## config.mk

```make
export PLATFORM = sky130hd
export DESIGN_NAME = uwake_top
export DESIGN_NICKNAME = d
export VERILOG_FILES = /design/src/design/uwake_pkg.sv /design/src/design/uwake_baud_gen.sv /design/src/design/uwake_top.sv
export VERILOG_INCLUDE_DIRS = /design/src /design/src/design
export SDC_FILE = /design/constraint.sdc
export NUM_CORES = 1
export LEC_CHECK = 0
export ABC_AREA = 1
export BUFFER_PORTS_ARGS = -buffer_cell sky130_fd_sc_hd__buf_4
export CAP_MARGIN = 0
export CORE_MARGIN = 4
export CORE_UTILIZATION = 44
export DETAILED_ROUTE_END_ITERATION = 10
export GPL_TIMING_DRIVEN = 0
export MAX_ROUTING_LAYER = met4
export PLACE_DENSITY = 0.66
export SYNTH_ARGS = -nofsm -noshare
export SYNTH_HDL_FRONTEND = slang
export SYNTH_SLANG_ARGS = --single-unit
```

## constraint.sdc

```tcl
create_clock -name clk -period 2.3 [get_ports clk]
set_clock_uncertainty 0.05 [all_clocks]
set_input_delay 0.115 -clock clk [delete_from_list [all_inputs] [get_ports clk]]
set_output_delay 0.115 -clock clk [all_outputs]
set_load 0.03 [all_outputs]
```

## src/design/uwake_defines.svh

```systemverilog
/*
 * constants for the serial wake-up detector: register offsets, field positions,
 * reset values and timing figures.
 * assumes: included by bare name from the package, uwake_top and the bench.
 */
`ifndef UWAKE_DEFINES_SVH
`define UWAKE_DEFINES_SVH

// ----------------------------------------------------------------------------
// register byte offsets
// ----------------------------------------------------------------------------
`define UWAKE_OFF_BAUD_CTRL   12'h000
`define UWAKE_OFF_DIVISOR     12'h004
`define UWAKE_OFF_BUFFER      12'h008
`define UWAKE_OFF_STATUS      12'h00c
`define UWAKE_OFF_INT_STAT    12'h010
`define UWAKE_OFF_INT_MASK    12'h014

// ----------------------------------------------------------------------------
// field positions
// ----------------------------------------------------------------------------
`define UWAKE_BIT_WIDE_DIV    0
`define UWAKE_BIT_WAKE_EN     1
`define UWAKE_BIT_HIGH_SPEED  2
`define UWAKE_BIT_SYNC_MODE   3
`define UWAKE_BIT_SLEEP       4
`define UWAKE_BIT_RX_FLAG     0
`define UWAKE_BIT_RX_IDLE     1
`define UWAKE_BIT_FRAME_ERR   2
`define UWAKE_IRQ_RX          0
`define UWAKE_IRQ_WAKE        1
`define UWAKE_IRQ_WAKE_DONE   2

// ----------------------------------------------------------------------------
// reset values and timing
// ----------------------------------------------------------------------------
`define UWAKE_RST_CTRL        8'h00
`define UWAKE_RST_DIVISOR     16'h0410
`define UWAKE_DIVISOR_W       16
`define UWAKE_OVERSAMPLE      4
`define UWAKE_MID_SAMPLE      2
`define UWAKE_DATA_BITS       8

`endif

```

## src/design/uwake_pkg.sv

```systemverilog
/*
 * types shared by the serial wake-up detector.
 * assumes: uwake_defines.svh is on the include path.
 */
`include "uwake_defines.svh"

package uwake_pkg;

    typedef struct packed {
        logic [11:0] paddr;
        logic        psel;
        logic        penable;
        logic        pwrite;
        logic [31:0] pwdata;
    } uwake_apb_req_type;

    typedef struct packed {
        logic [31:0] prdata;
        logic        pready;
        logic        pslverr;
    } uwake_apb_rsp_type;

    typedef enum logic [1:0] {
        UWAKE_RX_IDLE  = 2'b00,
        UWAKE_RX_START = 2'b01,
        UWAKE_RX_DATA  = 2'b10,
        UWAKE_RX_STOP  = 2'b11
    } uwake_rx_state_type;

endpackage

```

## src/design/uwake_baud_gen.sv

```systemverilog
/*
 * baud tick divider: one enable pulse every (divisor+1) clocks, which is a quarter
 * of a bit time, so bit rate = fclk / (4 * (divisor+1)).
 * assumes: single clock, synchronous active-high reset, run gated by the caller.
 */
`timescale 1ns/1ps

module uwake_baud_gen #(
    parameter int DIV_W = 16
) (
    input  wire logic             clk,
    input  wire logic             sys_rst,
    input  wire logic             run,
    input  wire logic [DIV_W-1:0] divisor,
    output      logic             tick
);
    logic [DIV_W-1:0] cnt_ff;

    always_ff @(posedge clk) begin
        if (sys_rst || !run) begin
            cnt_ff <= '0;
            tick   <= 1'b0;
        end else if (cnt_ff >= divisor) begin
            cnt_ff <= '0;
            tick   <= 1'b1;
        end else begin
            cnt_ff <= cnt_ff + 1'b1;
            tick   <= 1'b0;
        end
    end

    // with divisor 3 held, ticks come exactly divisor+1 = 4 clocks apart
    chk_tick_period: assert property (@(posedge clk) disable iff (sys_rst || !run)
        $rose(tick) && divisor == DIV_W'(3) && $stable(divisor) |-> ##1 !tick [*3] ##1 tick)
        else $error("baud tick period wrong");
endmodule

```

## src/design/uwake_top.sv

```systemverilog
/*
 * serial receiver with auto-wake-up on a break: APB registers, receive path,
 * falling-edge wake detection and interrupt logic.
 * assumes: APB master on clk; receive_line synchronous-domain input via synchroniser;
 * the sleep bit of baud_control_reg stops the baud generator while set.
 */
// How it works
// While asleep the baud generator gets no ticks, so no byte can complete.
// Setting wake_on_edge_enable, bit 1 of baud_control_reg, arms wake-up, only in async mode.
// While armed the receiver stays idle and only watches the line.
// A high-to-low change on receive_line is the wake event.
// The wake event sets receive_flag at once, awake or asleep.
// Reading receive_buffer clears receive_flag; the int_stat_ff receive bit stays set until the interrupt status register is read.
// The next rising edge after the wake event clears wake_on_edge_enable and normal reception resumes.
// The sender must make the first character all zeros.
// The sender must hold the break and idle long enough for start-up.
// Software discards the buffer byte read after a wake.
// Software does not treat the flags as proof of data integrity.
// Software checks receiver_idle_flag before arming and sleeping.
// The bit rate is fclk over four times divisor plus one in wide high-speed mode.
// receive_line passes a two-stage synchroniser before edge detection.
`timescale 1ns/1ps
`include "uwake_defines.svh"

module uwake_top (
    input  wire logic                         clk,
    input  wire logic                         sys_rst,
    input  wire uwake_pkg::uwake_apb_req_type apb_req,
    output      uwake_pkg::uwake_apb_rsp_type apb_rsp,
    input  wire logic                         receive_line,
    output      logic                         irq
);
    import uwake_pkg::*;

    // ------------------------------------------------------------------------
    // registers
    // ------------------------------------------------------------------------
    logic [7:0]                   ctrl_ff;
    logic [`UWAKE_DIVISOR_W-1:0]  divisor_ff;
    logic [7:0]                   receive_buffer_ff;
    logic                         receive_flag_ff;
    logic                         frame_err_ff;
    logic [2:0]                   int_stat_ff;
    logic [2:0]                   int_mask_ff;
    logic                         wake_seen_ff;
    logic                         sync1_ff;
    logic                         sync2_ff;
    logic                         line_prev_ff;
    uwake_rx_state_type           rx_state_ff;
    logic [1:0]                   phase_ff;
    logic [2:0]                   bit_idx_ff;
    logic [7:0]                   shift_ff;

    logic wr_en;
    logic rd_en;
    logic fall_edge;
    logic rise_edge;
    logic tick;
    logic byte_done;
    logic wake_event;
    logic wake_clear;
    logic buf_read;
    logic stat_read;
    logic wake_en;
    logic async_mode;
    logic asleep;
    logic [31:0] nxt_rdata;

    function automatic logic hit(input logic [11:0] addr, input logic [11:0] off);
        return addr[11:2] == off[11:2];
    endfunction

    assign wr_en      = apb_req.psel && apb_req.penable && apb_req.pwrite;
    assign rd_en      = apb_req.psel && apb_req.penable && !apb_req.pwrite;
    assign wake_en    = ctrl_ff[`UWAKE_BIT_WAKE_EN];
    assign async_mode = !ctrl_ff[`UWAKE_BIT_SYNC_MODE];
    assign asleep     = ctrl_ff[`UWAKE_BIT_SLEEP];
    assign buf_read   = rd_en && hit(apb_req.paddr, `UWAKE_OFF_BUFFER);
    assign stat_read  = rd_en && hit(apb_req.paddr, `UWAKE_OFF_INT_STAT);

    // ------------------------------------------------------------------------
    // receive line synchroniser and edges
    // ------------------------------------------------------------------------
    always_ff @(posedge clk) begin
        if (sys_rst) begin
            sync1_ff     <= 1'b1;
            sync2_ff     <= 1'b1;
            line_prev_ff <= 1'b1;
        end else begin
            sync1_ff     <= receive_line;
            sync2_ff     <= sync1_ff;
            line_prev_ff <= sync2_ff;
        end
    end

    assign fall_edge  = line_prev_ff && !sync2_ff;
    assign rise_edge  = !line_prev_ff && sync2_ff;
    // armed in async mode only; edge recognised even while asleep
    assign wake_event = wake_en && async_mode && !wake_seen_ff && fall_edge;
    assign wake_clear = wake_en && wake_seen_ff && rise_edge;

    // ------------------------------------------------------------------------
    // control, divisor and wake tracking
    // ------------------------------------------------------------------------
    always_ff @(posedge clk) begin
        if (sys_rst) begin
            ctrl_ff <= `UWAKE_RST_CTRL;
        end else if (wake_clear) begin
            ctrl_ff[`UWAKE_BIT_WAKE_EN] <= 1'b0;
        end else if (wr_en && hit(apb_req.paddr, `UWAKE_OFF_BAUD_CTRL)) begin
            ctrl_ff <= apb_req.pwdata[7:0];
        end
    end

    always_ff @(posedge clk) begin
        if (sys_rst) begin
            divisor_ff <= `UWAKE_RST_DIVISOR;
        end else if (wr_en && hit(apb_req.paddr, `UWAKE_OFF_DIVISOR)) begin
            divisor_ff <= apb_req.pwdata[`UWAKE_DIVISOR_W-1:0];
        end
    end

    always_ff @(posedge clk) begin
        if (sys_rst || !wake_en) begin
            wake_seen_ff <= 1'b0;
        end else if (wake_event) begin
            wake_seen_ff <= 1'b1;
        end
    end

    // ------------------------------------------------------------------------
    // baud generator and receiver
    // ------------------------------------------------------------------------
    uwake_baud_gen #(
        .DIV_W   (`UWAKE_DIVISOR_W)
    ) u_baud (
        .clk     (clk),
        .sys_rst (sys_rst),
        .run     (!asleep && !wake_en),
        .divisor (divisor_ff),
        .tick    (tick)
    );

    always_ff @(posedge clk) begin
        if (sys_rst || wake_en) begin
            rx_state_ff <= UWAKE_RX_IDLE;
            phase_ff    <= '0;
            bit_idx_ff  <= '0;
            shift_ff    <= '0;
        end else begin
            unique case (rx_state_ff)
                UWAKE_RX_IDLE: begin
                    phase_ff   <= '0;
                    bit_idx_ff <= '0;
                    if (fall_edge) begin
                        rx_state_ff <= UWAKE_RX_START;
                    end
                end
                UWAKE_RX_START: begin
                    if (tick) begin
                        phase_ff <= phase_ff + 2'd1;
                        if (phase_ff == 2'(`UWAKE_MID_SAMPLE - 1)) begin
                            if (sync2_ff) begin
                                rx_state_ff <= UWAKE_RX_IDLE;
                            end else begin
                                rx_state_ff <= UWAKE_RX_DATA;
                                phase_ff    <= '0;
                            end
                        end
                    end
                end
                UWAKE_RX_DATA: begin
                    if (tick) begin
                        phase_ff <= phase_ff + 2'd1;
                        if (phase_ff == 2'(`UWAKE_OVERSAMPLE - 1)) begin
                            shift_ff   <= {sync2_ff, shift_ff[7:1]};
                            bit_idx_ff <= bit_idx_ff + 3'd1;
                            if (bit_idx_ff == 3'(`UWAKE_DATA_BITS - 1)) begin
                                rx_state_ff <= UWAKE_RX_STOP;
                            end
                        end
                    end
                end
                UWAKE_RX_STOP: begin
                    if (tick) begin
                        phase_ff <= phase_ff + 2'd1;
                        if (phase_ff == 2'(`UWAKE_OVERSAMPLE - 1)) begin
                            rx_state_ff <= UWAKE_RX_IDLE;
                        end
                    end
                end
            endcase
        end
    end

    assign byte_done = (rx_state_ff == UWAKE_RX_STOP) && tick && !wake_en
                       && (phase_ff == 2'(`UWAKE_OVERSAMPLE - 1));

    // ------------------------------------------------------------------------
    // receive buffer and flags
    // ------------------------------------------------------------------------
    always_ff @(posedge clk) begin
        if (sys_rst) begin
            receive_buffer_ff <= '0;
            frame_err_ff      <= 1'b0;
        end else if (byte_done) begin
            receive_buffer_ff <= shift_ff;
            frame_err_ff      <= !sync2_ff;
        end
    end

    always_ff @(posedge clk) begin
        if (sys_rst) begin
            receive_flag_ff <= 1'b0;
        end else if (wake_event || byte_done) begin
            receive_flag_ff <= 1'b1;
        end else if (buf_read) begin
            receive_flag_ff <= 1'b0;
        end
    end

    always_ff @(posedge clk) begin
        if (sys_rst) begin
            int_stat_ff <= '0;
        end else begin
            int_stat_ff <= (stat_read ? 3'b000 : int_stat_ff)
                           | {wake_clear, wake_event, wake_event || byte_done};
        end
    end

    always_ff @(posedge clk) begin
        if (sys_rst) begin
            int_mask_ff <= '0;
        end else if (wr_en && hit(apb_req.paddr, `UWAKE_OFF_INT_MASK)) begin
            int_mask_ff <= apb_req.pwdata[2:0];
        end
    end

    always_ff @(posedge clk) begin
        if (sys_rst) begin
            irq <= 1'b0;
        end else begin
            irq <= |(int_stat_ff & int_mask_ff) || (receive_flag_ff && int_mask_ff[`UWAKE_IRQ_RX]);
        end
    end

    // ------------------------------------------------------------------------
    // apb read path
    // ------------------------------------------------------------------------
    always_comb begin
        nxt_rdata = '0;
        if (hit(apb_req.paddr, `UWAKE_OFF_BAUD_CTRL)) begin
            nxt_rdata[7:0] = ctrl_ff;
        end else if (hit(apb_req.paddr, `UWAKE_OFF_DIVISOR)) begin
            nxt_rdata[`UWAKE_DIVISOR_W-1:0] = divisor_ff;
        end else if (hit(apb_req.paddr, `UWAKE_OFF_BUFFER)) begin
            nxt_rdata[7:0] = receive_buffer_ff;
        end else if (hit(apb_req.paddr, `UWAKE_OFF_STATUS)) begin
            nxt_rdata[`UWAKE_BIT_RX_FLAG]   = receive_flag_ff;
            nxt_rdata[`UWAKE_BIT_RX_IDLE]   = rx_state_ff == UWAKE_RX_IDLE;
            nxt_rdata[`UWAKE_BIT_FRAME_ERR] = frame_err_ff;
        end else if (hit(apb_req.paddr, `UWAKE_OFF_INT_STAT)) begin
            nxt_rdata[2:0] = int_stat_ff;
        end else if (hit(apb_req.paddr, `UWAKE_OFF_INT_MASK)) begin
            nxt_rdata[2:0] = int_mask_ff;
        end
    end

    // no wait state: pready rises in the first access cycle, data registered
    always_ff @(posedge clk) begin
        if (sys_rst) begin
            apb_rsp <= '0;
        end else begin
            apb_rsp.pready  <= apb_req.psel && !apb_req.penable;
            apb_rsp.prdata  <= nxt_rdata;
            apb_rsp.pslverr <= 1'b0;
        end
    end

    // ------------------------------------------------------------------------
    // checks
    // ------------------------------------------------------------------------
    chk_wake_sets_flag: assert property (@(posedge clk) disable iff (sys_rst)
        wake_event |=> receive_flag_ff)
        else $error("wake event did not set receive flag");
    chk_read_clears_flag: assert property (@(posedge clk) disable iff (sys_rst)
        buf_read && !wake_event && !byte_done |=> !receive_flag_ff)
        else $error("buffer read did not clear flag");
    chk_rise_clears_en: assert property (@(posedge clk) disable iff (sys_rst)
        wake_en && wake_seen_ff && rise_edge |=> !wake_en)
        else $error("rising edge did not clear wake enable");
    chk_armed_idle: assert property (@(posedge clk) disable iff (sys_rst)
        wake_en |=> !byte_done)
        else $error("byte completed while armed");
    chk_sleep_no_tick: assert property (@(posedge clk) disable iff (sys_rst)
        asleep && $past(asleep) |-> !tick)
        else $error("baud tick while asleep");
    chk_fall_wakes: assert property (@(posedge clk) disable iff (sys_rst)
        wake_en && async_mode && !wake_seen_ff && $fell(sync2_ff) |=> wake_seen_ff)
        else $error("falling edge missed");
    chk_sync_mode_blocks: assert property (@(posedge clk) disable iff (sys_rst)
        !async_mode |-> !wake_event)
        else $error("wake in sync mode");
    chk_sync_chain: assert property (@(posedge clk) disable iff (sys_rst)
        ##2 1 |-> sync2_ff == $past(receive_line, 2))
        else $error("synchroniser depth wrong");
endmodule

```

Word-level counts from Yosys, hierarchy flattened. Cells that the tools add are included.

Equality and inequality tests: 20. Reduce and logical (&&, ||, !) cells: 49. Bitwise gates (word level): 4. Multiplexer cells: 29. $add $sub $neg: 3. Magnitude comparators: 1.

Operators with widths (number): two-way mux 2 bit (13); logical AND 1 bit (21); two-way mux 3 bit (7); equality test 10 x 2 -> 1 bit, second input constant (2); equality test 10 x 3 -> 1 bit, second input constant (2); adder 16 x 1 -> 16 bit, second input constant (1); >= comparator 16 bit (1); two-way mux 8 bit (2); equality test 10 x 1 -> 1 bit, second input constant (1); logical NOT 10 bit (1); != test 2 bit, second input constant (5); logical NOT 1 bit (9); != test 2 x 1 -> 1 bit, second input constant (4); one-hot mux 2 bit (4 select lines) (1); AND reduction 8 bit (1); equality test 2 bit, second input constant (3); one-hot mux 2 bit (3 select lines) (1); one-hot mux 3 bit (2 select lines) (1); AND reduction 3 bit (2); OR reduction 2 bit (3); OR reduction 3 bit (2); logical OR 1 bit (5); two-way mux 5 bit (1); equality test 2 x 1 -> 1 bit, second input constant (2); other kinds (10) (15).

Register bits: 111. Input port bits: 50. Word-level logic and storage cells: 130.

Logic depth before layout (Yosys ltp).
Depth in word-level cells: 7. Mapped depth: 13.

Hierarchy. Synthesis repeated with hierarchy kept, for this count alone.

Cell total of the unflattened synthesis: 594. Area total of the unflattened synthesis: 4620.7 µm².

By module, submodules not included: uwake_top (cells each 434, sequential area each 1541.5 µm², times used 1, area each 3403.3 µm²); uwake_baud_gen (cells each 160, sequential area each 340.3 µm², times used 1, area each 1217.4 µm²).

Least setup slack after synthesis. OpenSTA, ideal clock, no wires.

Path type: register -> register. From: register divisor_ff[11]. To: register u_baud.cnt_ff[15]. Stages on the path, launching flop included: 11. Setup slack: 0.717 ns. Period minus slack after synthesis: 1.583 ns. Data arrival time: 1.416 ns. Path buffers: 1. Required time: 2.133 ns. Path through: dfxtp_1 -> inv_1 -> ha_1 -> nand2_1 -> inv_1 -> nand3_1 -> nor3_1 -> nand2_1 -> nand4_2 -> buf_6 -> nor2_2.

Longest elaborated chain between the ends: 2.

RTL lines: from (decl) (RTL line uwake_top.sv:39) `` logic [`UWAKE_DIVISOR_W-1:0] divisor_ff; ``; from (signal assigned) (RTL line uwake_top.sv:117) `` divisor_ff <= `UWAKE_RST_DIVISOR; ``; from (signal assigned) (RTL line uwake_top.sv:119) `` divisor_ff <= apb_req.pwdata[`UWAKE_DIVISOR_W-1:0]; ``; >= comparator 16 bit (RTL line uwake_baud_gen.sv:23) `end else if (cnt_ff >= divisor) begin`; OR reduction 2 bit (no line); to (signal assigned) (RTL line uwake_baud_gen.sv:27) `cnt_ff <= cnt_ff + 1'b1;`; to (decl) (RTL line uwake_baud_gen.sv:17) `logic [DIV_W-1:0] cnt_ff;`.

No other way between the ends. A chain may end at the register's enable or synchronous reset.

Worst setup path after layout.
From: register divisor_ff[11]. To: register u_baud.cnt_ff[0].

The elaborated chain is that of the path after synthesis.

==> impl_results.md <==
- Routability Congestion: 0.890
- Main area contributors after synthesis: dfxtp_1 (42%), nor2_1 (6.7%), ha_1 (6.1%), nand2_1 (6.1%), inv_1 (5.8%)
- Mapped cell area: 4510 um^2
- Worst-Margin Slew: 0.586 ns
- Most frequent cells in the layout: dfxtp_1 (94), nor2_1 (81), nand2_1 (73)
- Reg clk slew, reported paths: 0.09 ns
- Synth cell types: 42
- WL final: 10500 um
- Vias/cell: 4.85
- Top_reg_cell synth: dfxtp_1
- Row count: 36
- Count of pins over their slew limit: 0
- Leak: 2.53 nW
- Die W: 109 um
- Multi-input gate area: 2190 um^2
- IO Count: 85
- # H-tree levels: 3
- HPWL Detailed: 7890 um
- Antenna Cells: 0
- Setup TNS: 0 ns
- Seq cells post-synth: 94
- Max-cap violations: 0
- Critical Path Max Stage Delay: 0.32 ns
- Antenna violations before repair: 0
- CTS buffer count: 9
- CTS Buffer Depth: 2
- Die Y: 109 um
- Post-DR wirelength/cell: 12.9 um
- Final Worst Setup Slack: 0.465 ns
- Share of cells above drive strength 1: 18.8%
- Final core utilization: 55.7%
- TritonRoute pass-1 iters: 6
- Starting Density: 45.7%
- Root buf cell: clkbuf_8
- Port-buffer cells: 49
- Worst-path cell chain: inv_1 > ha_1 > nand2_1 > inv_1 > nand3_1 > nor3_1 > nand2_1 > nand4_2 > buf_6 > nor2_2
- Yosys warns: 0
- Clock latency on the worst-skew pair: 0.38 ns
- Setup-violating endpoint count in the final report: 0
- Routed vias: 3956
- CP max-delay cell: dfxtp_1
- Max-slew headroom: 60.9%
- Sequential-to-total area share from yosys stat: 41.7%
- CTS tree: done
- Post-Syn Area per Cell: 7.75 um^2
- Largest vdd supply drop: 0.253 mV
- Crit start category: flop
- Cell taking the most area after synthesis: dfxtp_1
- Worst Path Max Fanout: 10
- Post-Syn Instances: 582
- Pre-CTS setup slack: 0.450 ns
- Number of synthesized flops with an enable pin: 0
- Total GRT Usage: 19.1%
- First-pass GRT wire length: 17300 um
- Fmax: 545 MHz
- Period utilization: 79.8%
- Sequential cell area: 1880 um^2
- Commonest non-fill, non-tap cell in the layout: dfxtp_1
- Pwr Total: 3.12 mW
- Fin. Hold Viols: 0
- Core area: 9860 um^2
- RSZ-0062 raised after global routing: false
- WP data required: 2.52 ns
- Layout overhead on the synthesized area: 22.0%
- Worst EP arrival: 2.06 ns
- CTS sink cnt: 94
- Critical path endpoint category: flop
- Async SR Flop Fraction: 0%
- Vias in the first global route: 3745
- WS Path Type: reg2reg
- Global route overflow: 0
- Outcome: completed
- Postcts setup bufs: 0
- DRC errors left: 0
- Nets: 749
- Full die area: 11900 um^2
- Worst min path class: in2reg
- Top cell type's share of synthesized area: 41.7%
- DRT antenna net count: 0
- Filler Cells Inserted: 932
- Largest net degree at the start of global routing: 17
- Power per cell area: 568 nW/um^2
- Iter 0 DRT Violations: 139
- Min cycle time layout: 1.84 ns
## Yosys cell counts, types with 7 or more instances
master and number:
buf_4 17, nand3_1 35, dfxtp_1 94, nand2_1 73
a21oi_1 48, inv_1 70, xor2_1 7, nor2_2 12
ha_1 22, nand4_1 8, nor2_1 81, o21ai_1 28
o21ai_0 23
## registers in the layout (all words and copies together) (netlist names), 2 cells and up, named ones only
name,flops
apb_rsp,17
divisor_ff,16
u_baud.cnt_ff,16
ctrl_ff,8
receive_buffer_ff,8
shift_ff,8
bit_idx_ff,3
int_mask_ff,3
int_stat_ff,3
phase_ff,2
## routing by layer
layer  wire length [um]  vias to the layer above  global-route usage [%]
met5                  0                        -                       -
li1                   -                     2048                       -
met4                245                        0                    8.55
met1               4790                     1799                    23.8
met2               4960                       89                    31.2
met3                486                       20                    2.25
## area by class of cell
| cell class | instances | share of cell area [%] |
|---|---|---|
| Timing Repair Buffer | 68 | 10.1 |
| Tap cell | 133 | 3.03 |
| Buffer | 28 | 3.66 |
| Multi-Input combinational cell | 399 | 39.9 |
| Clock buffer | 10 | 2.50 |
| Inverter | 77 | 5.30 |
| Clock inverter | 6 | 1.25 |
| Sequential cell | 94 | 34.2 |
## worst paths after layout
| path | start | end | slack (ns) | cells after the start |
|---|---|---|---|---|
| max | divisor_ff[11]$_SDFFE_PP0P_ | u_baud.cnt_ff[0]$_SDFF_PP0_ | 0.46 | 10 |
| min | sys_rst | shift_ff[4]$_SDFFE_PP0P_ | 0.009 | 4 |
| max reg2reg | divisor_ff[11]$_SDFFE_PP0P_ | u_baud.cnt_ff[0]$_SDFF_PP0_ | 0.46 | 10 |
| min reg2reg | sync1_ff$_SDFF_PP1_ | sync2_ff$_SDFF_PP1_ | 0.37 | 1 |
## worst max-delay path, delay by kind of cell (launching register included)
| kind | cells | cell delay, ns |
|---|---|---|
| buf+inv | 3 | 0.35 |
| flops | 1 | 0.32 |
| simple gates | 6 | 0.70 |
| fa+ha+maj | 1 | 0.31 |
## timing repair
action / 4_1_cts / 5_1_grt
gates resized for setup: 0 / 0
hold endpoints to repair: 27 / 0
hold buffers: 19 / 0
## through the flow
| stage | instance area (um^2) | hold slack [ns] | cells |
|---|---|---|---|
| after floorplan | 4570 | 0.137 | 598 |
| after global placement | 5100 | 0.249 | 780 |
| after detailed placement | 5100 | 0.254 | 780 |
| after CTS | 5500 | 0.0122 | 815 |
| after global routing | 5500 | 0.0458 | 815 |
| final | 5500 | 0.00867 | 815 |
## report_power, final
| part | internal [mW] | switching [mW] | total, mW |
|---|---|---|---|
| Sequential | 1.64 | 0.0177 | 1.66 |
| Combinational | 0.133 | 0.188 | 0.321 |
| Clock | 0.538 | 0.601 | 1.14 |
## cell families (layout without fill, tap and decap cells)
logic type | Yosys count | after routing | share of synthesized area (%)
buf+inv | 105 | 189 | 10.9
flops | 94 | 94 | 41.7
xor+xnor | 12 | 12 | 2.33
compound gates | 113 | 113 | 13.4
fa+ha+maj | 22 | 22 | 6.11
simple gates | 235 | 235 | 25.4
other cells | 1 | 17 | 0.0832
(Power assumes the default switching activity.)
